`src/rtl/isc_pkg.sv`:
```
package isc_pkg;

	// ************************************************************
	// Register map
	// ************************************************************
	localparam logic [7:0] ISC_CTRL_ADDR     = 8'h1a;  // Control word
	localparam logic [7:0] ISC_MASK_ADDR     = 8'h1e;  // Alarm mask word
	localparam logic [7:0] ISC_VECTOR_ADDR   = 8'h1f;  // Vector read-back
	localparam logic [7:0] ISC_CTRL_RESET    = 8'h00;
	localparam logic [7:0] ISC_MASK_RESET    = 8'h00;

	// ************************************************************
	// Control word fields
	// ************************************************************
	localparam int ISC_BIT_OUT_EN     = 7;
	localparam int ISC_BIT_SUSPEND    = 6;
	localparam int ISC_BIT_ACK        = 5;
	localparam int ISC_BIT_TX_CCS     = 4;
	localparam int ISC_BIT_REG_SIG    = 3;
	localparam int ISC_BIT_CNT_CLR    = 2;
	localparam int ISC_BIT_NIB_UPPER  = 1;
	localparam int ISC_BIT_CCS_LOW    = 0;

	// ************************************************************
	// Mask word fields
	// ************************************************************
	localparam int ISC_BIT_SYNC_LOSS  = 7;
	localparam int ISC_BIT_REMOTE     = 6;
	localparam int ISC_BIT_ALL_ONES   = 5;
	localparam int ISC_BIT_SLOT16     = 4;
	localparam int ISC_BIT_SIG_LOSS   = 3;
	localparam int ISC_BIT_FRAME_ERR  = 2;
	localparam int ISC_BIT_VIOL_OVF   = 1;
	localparam int ISC_BIT_SLIP       = 0;

	// ************************************************************
	// Vectors
	// ************************************************************
	localparam logic [7:0] ISC_VEC_SYNC   = 8'h80;  // 10000000
	localparam logic [7:0] ISC_VEC_ALARM  = 8'h40;  // 01000000
	localparam logic [7:0] ISC_VEC_FRAME  = 8'h20;  // 00100000
	localparam logic [7:0] ISC_VEC_OVF    = 8'h10;  // 00010000
	localparam logic [7:0] ISC_VEC_SLIP   = 8'h04;  // 00000100

	// ************************************************************
	// Timing: 4 MHz backplane clock, 8 bits per channel
	// ************************************************************
	localparam int ISC_C4_PER_BIT     = 2;     // Two 4 MHz ticks per bit
	localparam int ISC_C4_PER_CHAN    = 16;    // 8 bits per channel
	localparam int ISC_CHAN_PER_CYCLE = 4;     // One 64 kHz period
	localparam int ISC_CCS_RISE_CHAN  = 1;     // Rise after channel 1 mod 4
	localparam logic [7:0] ISC_VIOL_MAX = 8'hff;
	localparam logic [15:0] ISC_VIOL_WRAP = 16'hffff;

	// Alarm inputs from the framer
	typedef struct packed
	{
		logic sync_loss;
		logic remote_alarm;
		logic all_ones;
		logic slot16_all_ones;
		logic signal_loss;
		logic frame_error;
		logic slip;
		logic crc_sync_loss;
	} isc_alarm_s;

	// Register access bundle
	typedef struct packed
	{
		logic       cs;
		logic       wr;
		logic [7:0] addr;
		logic [7:0] wdata;
	} isc_reg_req_s;

endpackage

```
`src/rtl/isc_sync3.sv`:
```
// ************************************************************
// Three-stage synchroniser with agreement filter
// ************************************************************
module isc_sync3
	import isc_pkg::*;
#(
	parameter int W = 1
)
(
	input  wire logic         mclk,
	input  wire logic         rst_n,
	input  wire logic         ce,
	input  wire logic [W-1:0] async_in,
	output logic      [W-1:0] sync_out
);

	logic [W-1:0] stage1;   // Metastable stage, read only by stage2
	logic [W-1:0] stage2;
	logic [W-1:0] stage3;

	// Change counts only when stages two and three agree
	wire  [W-1:0] agree = ~(stage2 ^ stage3);
	wire  [W-1:0] next_sync_out = (agree & stage3) | (~agree & sync_out);

	// Shift chain
	always_ff @(posedge mclk)
	begin
		if (!rst_n)
		begin
			stage1   <= '0;
			stage2   <= '0;
			stage3   <= '0;
			sync_out <= '0;
		end
		else if (ce)
		begin
			stage1   <= async_in;
			stage2   <= stage1;
			stage3   <= stage2;
			sync_out <= next_sync_out;
		end
	end

endmodule

```
`src/rtl/isc_top.sv`:
```
// Contract
// - Output enable zero tristates data and signalling
// - Suspend floats request and ignores all sources
// - Any acknowledge toggle clears pending request unless a source is live in the same cycle
// - Transmit signalling mode selects CCS or CAS
// - CAS sourced from register page or stream
// - Counter clear zeros and holds status counters
// - Nibble bit picks upper or lower half
// - Low-rate CCS uses divided 64 kHz clock
// - Transmit clock rises after channels 1 mod 4
// - Receive CCS clock from extracted line timebase
// - Without low-rate CCS streams run full rate
// - Mask zero enables source; reset enables all
// - Frame sync loss gives vector 10000000
// - Remote, all-ones, slot16 give vector 01000000
// - Signal loss gives vector 01000000
// - Frame alignment error gives vector 00100000
// - Violation counter wrap gives vector 00010000
// - Frame slip gives vector 00000100
// - Conditional per-stream data output disable
module isc_top
	import isc_pkg::*;
(
	input  wire logic         mclk,
	input  wire logic         rst_n,
	input  wire logic         ce,
	// Host register port
	input  wire isc_reg_req_s reg_req,
	output logic        [7:0] reg_rdata,
	// Framer alarm and event inputs, asynchronous
	input  wire isc_alarm_s   alarm_in,
	input  wire logic         violation_pulse,
	// Per-stream conditional disables
	input  wire logic         data_out_cond_disable,
	input  wire logic         signalling_out_cond_disable,
	input  wire logic         mframe_sync_loss,
	// Backplane and line timing, sampled
	input  wire logic         backplane_4mhz_clock,
	input  wire logic         backplane_frame_pulse,
	input  wire logic         line_2mhz_clock,
	input  wire logic         line_frame_pulse,
	// Streams
	input  wire logic         backplane_data_src,
	input  wire logic         backplane_signalling_in,
	input  wire logic         page5_signalling_bit,
	output logic              backplane_data_out,
	output logic              backplane_data_out_oe,
	output logic              backplane_signalling_out,
	output logic              backplane_signalling_out_oe,
	// Interrupt request, open drain
	output logic              irq_n_out,
	output logic              irq_n_oe,
	output logic        [7:0] irq_vector,
	// Control indications to the framer
	output logic              tx_common_signalling_sel,
	output logic              register_sourced_signalling,
	output logic              status_counter_clear,
	output logic              signalling_nibble_upper,
	output logic              ccs_low_rate_sel,
	output logic              tx_ccs_clock,
	output logic              rx_ccs_clock_out,
	output logic              rx_ccs_clock_oe,
	output logic       [15:0] violation_count
);

	// ************************************************************
	// Registers
	// ************************************************************
	logic [7:0] ctrl;          // Control word
	logic [7:0] alarm_interrupt_mask;
	logic       ack_seen;      // Last acknowledge level
	logic       pending;       // Request pending
	logic [7:0] vector;        // Latched vector bits

	// ************************************************************
	// Synchronised inputs
	// ************************************************************
	isc_alarm_s alarm_s;
	logic [5:0] tim_s;
	logic       viol_wrap;

	isc_sync3 #(.W(8)) u_sync_alarm
	(
		.mclk     (mclk),
		.rst_n    (rst_n),
		.ce       (ce),
		.async_in (alarm_in),
		.sync_out (alarm_s)
	);

	isc_sync3 #(.W(6)) u_sync_timing
	(
		.mclk     (mclk),
		.rst_n    (rst_n),
		.ce       (ce),
		.async_in ({backplane_4mhz_clock, backplane_frame_pulse, line_2mhz_clock,
		            line_frame_pulse, violation_pulse, backplane_signalling_in}),
		.sync_out (tim_s)
	);

	wire c4_s   = tim_s[5];
	wire bfp_s  = tim_s[4];
	wire lck_s  = tim_s[3];
	wire lfp_s  = tim_s[2];
	wire vio_s  = tim_s[1];
	wire sig_in = tim_s[0];

	// Edge detect on synchronised copies only
	logic c4_d, lck_d, vio_d;
	wire  c4_fall  = c4_d & ~c4_s;
	wire  lck_fall = lck_d & ~lck_s;
	wire  vio_rise = vio_s & ~vio_d;

	// Counter zeroed and held while clear stands
	isc_viol_cnt u_viol
	(
		.mclk  (mclk),
		.rst_n (rst_n),
		.ce    (ce),
		.clr   (ctrl[ISC_BIT_CNT_CLR]),
		.inc   (vio_rise),
		.count (violation_count),
		.wrap  (viol_wrap)
	);

	// ************************************************************
	// Register decode
	// ************************************************************
	wire wr_ctrl = reg_req.cs && reg_req.wr && (reg_req.addr == ISC_CTRL_ADDR);
	wire wr_mask = reg_req.cs && reg_req.wr && (reg_req.addr == ISC_MASK_ADDR);
	wire [7:0] rd_mux = (reg_req.addr == ISC_CTRL_ADDR)   ? ctrl :
	                    (reg_req.addr == ISC_MASK_ADDR)   ? alarm_interrupt_mask :
	                    (reg_req.addr == ISC_VECTOR_ADDR) ? vector : 8'h00;

	// Storage of control and mask words
	always_ff @(posedge mclk)
	begin
		if (!rst_n)
		begin
			ctrl                 <= ISC_CTRL_RESET;
			alarm_interrupt_mask <= ISC_MASK_RESET;
			reg_rdata            <= 8'h00;
		end
		else if (ce)
		begin
			if (wr_ctrl)
				ctrl <= reg_req.wdata;
			if (wr_mask)
				alarm_interrupt_mask <= reg_req.wdata;
			reg_rdata <= reg_req.cs ? rd_mux : 8'h00;
		end
	end

	// ************************************************************
	// Interrupt sources
	// ************************************************************
	// Zero in a mask bit enables its source
	wire [7:0] en = ~alarm_interrupt_mask;
	wire [7:0] src_vec =
		((alarm_s.sync_loss       & en[ISC_BIT_SYNC_LOSS]) ? ISC_VEC_SYNC  : 8'h00) |
		((alarm_s.remote_alarm    & en[ISC_BIT_REMOTE])    ? ISC_VEC_ALARM : 8'h00) |
		((alarm_s.all_ones        & en[ISC_BIT_ALL_ONES])  ? ISC_VEC_ALARM : 8'h00) |
		((alarm_s.slot16_all_ones & en[ISC_BIT_SLOT16])    ? ISC_VEC_ALARM : 8'h00) |
		((alarm_s.signal_loss     & en[ISC_BIT_SIG_LOSS])  ? ISC_VEC_ALARM : 8'h00) |
		((alarm_s.frame_error     & en[ISC_BIT_FRAME_ERR]) ? ISC_VEC_FRAME : 8'h00) |
		((viol_wrap               & en[ISC_BIT_VIOL_OVF])  ? ISC_VEC_OVF   : 8'h00) |
		((alarm_s.slip            & en[ISC_BIT_SLIP])      ? ISC_VEC_SLIP  : 8'h00);

	// Suspend blocks every source at the door
	wire [7:0] live_vec = ctrl[ISC_BIT_SUSPEND] ? 8'h00 : src_vec;
	// Toggle in either direction acknowledges
	wire ack_toggle = ctrl[ISC_BIT_ACK] ^ ack_seen;
	// New source wins over a same-cycle acknowledge
	wire next_pending = (live_vec != 8'h00) | (pending & ~ack_toggle & ~ctrl[ISC_BIT_SUSPEND]);
	wire [7:0] next_vector = live_vec | ((ack_toggle | ctrl[ISC_BIT_SUSPEND]) ? 8'h00 : vector);

	// Pending flag and vector accumulate
	always_ff @(posedge mclk)
	begin
		if (!rst_n)
		begin
			ack_seen  <= 1'b0;
			pending   <= 1'b0;
			vector    <= 8'h00;
			irq_n_out <= 1'b1;
			irq_n_oe  <= 1'b0;
			irq_vector <= 8'h00;
		end
		else if (ce)
		begin
			ack_seen   <= ctrl[ISC_BIT_ACK];
			pending    <= next_pending;
			vector     <= next_vector;
			irq_vector <= next_vector;
			irq_n_out  <= 1'b0;
			// Open drain: drive low only while pending, float under suspend
			irq_n_oe   <= next_pending & ~ctrl[ISC_BIT_SUSPEND];
		end
	end

	// ************************************************************
	// Backplane and line timing: channel and bit position
	// ************************************************************
	logic [3:0] c4_cnt;    // 4 MHz ticks within a channel
	logic [4:0] chan;      // Channel number 0..31
	logic [3:0] l_cnt;     // Line bits within a channel
	logic [4:0] l_chan;

	// Channel counters reset by frame pulses
	always_ff @(posedge mclk)
	begin
		if (!rst_n)
		begin
			c4_d   <= 1'b0;
			lck_d  <= 1'b0;
			vio_d  <= 1'b0;
			c4_cnt <= 4'h0;
			chan   <= 5'h00;
			l_cnt  <= 4'h0;
			l_chan <= 5'h00;
		end
		else if (ce)
		begin
			c4_d  <= c4_s;
			lck_d <= lck_s;
			vio_d <= vio_s;
			if (c4_fall)
			begin
				if (bfp_s)
				begin
					c4_cnt <= 4'h0;
					chan   <= 5'h00;
				end
				else
				begin
					c4_cnt <= c4_cnt + 4'h1;
					if (c4_cnt == 4'(ISC_C4_PER_CHAN - 1))
						chan <= chan + 5'h01;
				end
			end
			if (lck_fall)
			begin
				if (lfp_s)
				begin
					l_cnt  <= 4'h0;
					l_chan <= 5'h00;
				end
				else
				begin
					// Eight line bits per channel, so the count wraps early
					if (l_cnt == 4'(ISC_C4_PER_CHAN / ISC_C4_PER_BIT - 1))
					begin
						l_cnt  <= 4'h0;
						l_chan <= l_chan + 5'h01;
					end
					else
						l_cnt <= l_cnt + 4'h1;
				end
			end
		end
	end

	// 64 kHz clocks: high for channels 2,3 mod 4, rising at 1->2 boundary
	wire tx64 = (chan[1:0] == 2'(ISC_CCS_RISE_CHAN + 1)) ||
	            (chan[1:0] == 2'(ISC_CCS_RISE_CHAN + 2));
	wire rx64 = (l_chan[1:0] == 2'(ISC_CCS_RISE_CHAN + 1)) ||
	            (l_chan[1:0] == 2'(ISC_CCS_RISE_CHAN + 2));
	wire bit_edge = c4_fall & c4_cnt[0];        // One bit per two ticks (2.048 Mb/s)
	wire slot_upper = ~c4_cnt[3];               // First four bits are upper nibble

	// ************************************************************
	// Stream output path
	// ************************************************************
	wire low_rate = ctrl[ISC_BIT_CCS_LOW];
	wire nib_ok   = ctrl[ISC_BIT_NIB_UPPER] ? slot_upper : ~slot_upper;
	wire cas_bit  = ctrl[ISC_BIT_REG_SIG] ? page5_signalling_bit : sig_in;
	wire sig_bit  = (ctrl[ISC_BIT_TX_CCS] | low_rate) ? sig_in : (nib_ok ? cas_bit : 1'b1);
	wire ccs_edge = tx64 & ~tx_ccs_clock;
	// Low rate updates once per 64 kHz period, else every bit
	wire sig_upd  = low_rate ? ccs_edge : bit_edge;
	wire data_dis = data_out_cond_disable & (alarm_s.signal_loss | alarm_s.sync_loss |
	                alarm_s.crc_sync_loss | alarm_s.all_ones);
	wire sig_dis  = signalling_out_cond_disable & (mframe_sync_loss | alarm_s.slot16_all_ones);
	wire out_en   = ctrl[ISC_BIT_OUT_EN];

	// Output registers
	always_ff @(posedge mclk)
	begin
		if (!rst_n)
		begin
			backplane_data_out          <= 1'b1;
			backplane_data_out_oe       <= 1'b0;
			backplane_signalling_out    <= 1'b1;
			backplane_signalling_out_oe <= 1'b0;
			tx_ccs_clock                <= 1'b0;
			rx_ccs_clock_out            <= 1'b0;
			rx_ccs_clock_oe             <= 1'b0;
			tx_common_signalling_sel    <= 1'b0;
			register_sourced_signalling <= 1'b0;
			status_counter_clear        <= 1'b0;
			signalling_nibble_upper     <= 1'b0;
			ccs_low_rate_sel            <= 1'b0;
		end
		else if (ce)
		begin
			if (bit_edge)
				backplane_data_out <= backplane_data_src;
			if (sig_upd)
				backplane_signalling_out <= sig_bit;
			backplane_data_out_oe       <= out_en & ~data_dis;
			backplane_signalling_out_oe <= out_en & ~sig_dis;
			tx_ccs_clock                <= tx64;
			rx_ccs_clock_out            <= rx64;
			rx_ccs_clock_oe             <= low_rate;
			tx_common_signalling_sel    <= ctrl[ISC_BIT_TX_CCS];
			register_sourced_signalling <= ctrl[ISC_BIT_REG_SIG];
			status_counter_clear        <= ctrl[ISC_BIT_CNT_CLR];
			signalling_nibble_upper     <= ctrl[ISC_BIT_NIB_UPPER];
			ccs_low_rate_sel            <= low_rate;
		end
	end

endmodule

```
`src/rtl/isc_viol_cnt.sv`:
```
// ************************************************************
// Sixteen-bit violation counter with wrap pulse
// ************************************************************
module isc_viol_cnt
	import isc_pkg::*;
(
	input  wire logic        mclk,
	input  wire logic        rst_n,
	input  wire logic        ce,
	input  wire logic        clr,
	input  wire logic        inc,
	output logic      [15:0] count,
	output logic             wrap
);

	wire        at_top = (count == ISC_VIOL_WRAP);
	wire [15:0] next_count = clr ? 16'h0000 : (inc ? count + 16'h0001 : count);

	// Counter held at zero while clear stands
	always_ff @(posedge mclk)
	begin
		if (!rst_n)
		begin
			count <= 16'h0000;
			wrap  <= 1'b0;
		end
		else if (ce)
		begin
			count <= next_count;
			wrap  <= !clr && inc && at_top;   // FFFF to 0 step
		end
	end

endmodule

```
`config.mk`:
```
export PLATFORM = sky130hd
export DESIGN_NAME = isc_top
export DESIGN_NICKNAME = d
export VERILOG_FILES = /design/src/rtl/isc_pkg.sv /design/src/rtl/isc_sync3.sv /design/src/rtl/isc_top.sv /design/src/rtl/isc_viol_cnt.sv
export SDC_FILE = /design/constraint.sdc
export NUM_CORES = 1
export LEC_CHECK = 0
export BUFFER_PORTS_ARGS = -buffer_cell sky130_fd_sc_hd__buf_2
export CORE_UTILIZATION = 45
export DETAILED_ROUTE_END_ITERATION = 10
export PLACE_DENSITY = 0.71
export SKIP_CTS_REPAIR_TIMING = 1
export SLEW_MARGIN = 10
export SYNTH_ARGS = -nofsm -noshare
export SYNTH_HDL_FRONTEND = slang
export SYNTH_SLANG_ARGS = --single-unit
```
`constraint.sdc`:
```
create_clock -name mclk -period 1.6 [get_ports mclk]
set_clock_uncertainty 0.2 [all_clocks]
set_input_delay 0.16 -clock mclk [delete_from_list [all_inputs] [get_ports mclk]]
set_output_delay 0.16 -clock mclk [all_outputs]
set_load 0.01 [all_outputs]
```
==> reports/metrics.cfg <==
[cts]
cts-root-buf=clkbuf_16
clock_latency_ns=0.42
cts_buffers=17
clk_path_buf_depth=2
cts.sinks=132
cts_tree=built
cts.clk_slew.worst_paths_ns=0.06
htree_levels=4

[timing]
hold_viol_final=0
fin_setup_tns_ns=-0.0642
tightest_slew_ns=0.571
drv_slew=0
rsz0062_at_grt=true
max-slew-margin-rel=0.619
fin_ws_ns=-0.0398
min_period_over_period=1.02
setup_viol=3
period_needed_ns=1.64
whs_ns=0.0323
fmax_mhz=610

[die]
start_util=0.470
rows=40
die_height_um=115
die_w_um=115
io-pin-count=86
die_area_mm2=0.0133
core_mm2=0.0123

[pwr]
p_leak_nw=3.39
p_total_mw=8.34
peakVddDrop_mv=0.757
power_density_mw_per_mm2=1070

[worst_setup_path]
crit_buf_inv=1
path_delay_family=compound AO/OA/AOI/OAI gates
cp_data_required_time_ns=1.69
worstPathArrival_ns=1.73
worstSetupPathType=reg -> reg
slowest_delay_ns=0.38
cp-end-kind=flip-flop
crit_path_top_delay_cell=dfxtp_4
crit_fanout=6
start_kind=flip-flop
path_cells=ha_4, and3_4, o21ai_4, buf_4, o31ai_1, a21oi_2

[layout]
fin_area_mm2=0.00780
instances_no_fill=932
final_nets=798
post-route-util=0.636
syn_to_final_growth_pct=35.3
antenna_cells=0
layout-drive-gt1-share=0.268
fill_cells=1017

[outcome]
violations=negative setup slack
status=complete, but fails checks

[placement]
place_ws_ns=-0.131
place_inst=870
placedInstanceArea_mm2=0.00673
io_buffer_count=82
hpwlAfterDp_um=9350
gp_congestion=0.873

[job]
drv_cap=0

[synth]
synthTopCellsByCount=dfxtp_1, nor2b_1, mux2i_1
synth.distinct_cells=54
synth_most_common_cell=dfxtp_1
ys_seq_elements=132
avgSynthCellArea_um2=9.67
synth_largest_area_cell=dfxtp_1
synth_area_leaders=dfxtp_1, mux2i_1, nor2b_1
yosys_warnings=0
ys_seq_area_frac=0.458
synth_edf_count=0
synth_top_area_share=0.458
async_flop_share=0
syn_inst=596
syn_area_mm2=0.00577
synthFlopType=dfxtp_1

[min_path]
min_path_type=in -> reg

[drt]
antenna_left=0
routed_via_density=5.20
routedWlPerCell_um=14.6
drtPass1Iterations=4
drtIter0Drc=354
drc_errors=0
vias=4846
wirelength_um=13600

[global_routing]
grt_pass1_vias=4520
grt_max_degree=46
antenna_found_initial=0
grtUsageTotal=0.211
grt-ovfl-total=0
grt_pass1_wl_um=21500

-- routing by layer --
layer  GRT usage  up-vias  wire length (um)
met5           0        -                 0
met4       0.103        0               181
met3      0.0506       13               466
met2       0.346      110              6540
met1       0.259     2319              6390
li1            -     2404                 -
-- area by class of cell --
| class | count | area (um2) | share of cell area |
|---|---|---|---|
| timing repair buffer | 170 | 1170 | 0.150 |
| sequential | 132 | 2670 | 0.342 |
| clock inverter | 10 | 225 | 0.0289 |
| tap | 168 | 210 | 0.0269 |
| multi-input combinational | 419 | 3010 | 0.386 |
| clock buffer | 22 | 474 | 0.0608 |
| inverter | 11 | 41.3 | 0.00529 |
-- where the power goes --
part,switching [mW],leakage (nW),internal (mW)
sequential,0.0291,1.08,3.33
combinational,0.194,1.97,0.219
clock,1.37,0.344,3.20
total,1.59,3.39,6.75
-- placed cells by master (no fill, tap or decap), types with 4 or more instances in the layout --
cell	count
mux2i_1	71
o21a_1	5
o211ai_1	4
nand4b_1	4
o21bai_1	4
a22o_1	6
buf_2	81
a21oi_1	16
and3_1	4
clkbuf_16	17
nand3_1	17
nand2b_1	7
dfxtp_1	120
o21ai_0	36
nor3_1	4
and2_1	7
xor2_1	7
a21boi_0	21
dfxtp_2	9
bufinv_16	7
buf_4	58
dlygate4sd3_1	28
inv_1	11
a21o_1	11
ha_1	5
nor2_1	16
nor2b_1	81
nand2_1	32
-- path summary, 6_finish.rpt --
| path | start | endpoint | slack (ns) | cells past startpoint |
|---|---|---|---|---|
| max | u_viol.count[1] | u_viol.count[10] | -0.04 | 6 |
| min | ce | u_viol.count[6] | 0.03 | 3 |
| max reg2reg | u_viol.count[1] | u_viol.count[10] | -0.04 | 6 |
| min reg2reg | reg_rdata[1] | reg_rdata[1] | 0.25 | 2 |
-- cell families after synthesis --
kind of cell / count (synthesis) / share of synthesized area
and+or+nand+nor: 199 / 0.201
buffers and inverters: 47 / 0.0375
other: 1 / 0.000650
DFF: 132 / 0.458
xor gates and xnor gates: 10 / 0.0152
muxes: 71 / 0.123
adders and majority gates: 7 / 0.0152
AOI/OAI and AO/OA: 129 / 0.149
-- tightest hold or removal path: cells and delay by family --
kind | cells | cell delay [ns]
AOI/OAI and AO/OA | 1 | 0.13
buffers and inverters | 1 | 0.17
and+or+nand+nor | 1 | 0.14
(Power assumes the default switching activity.)
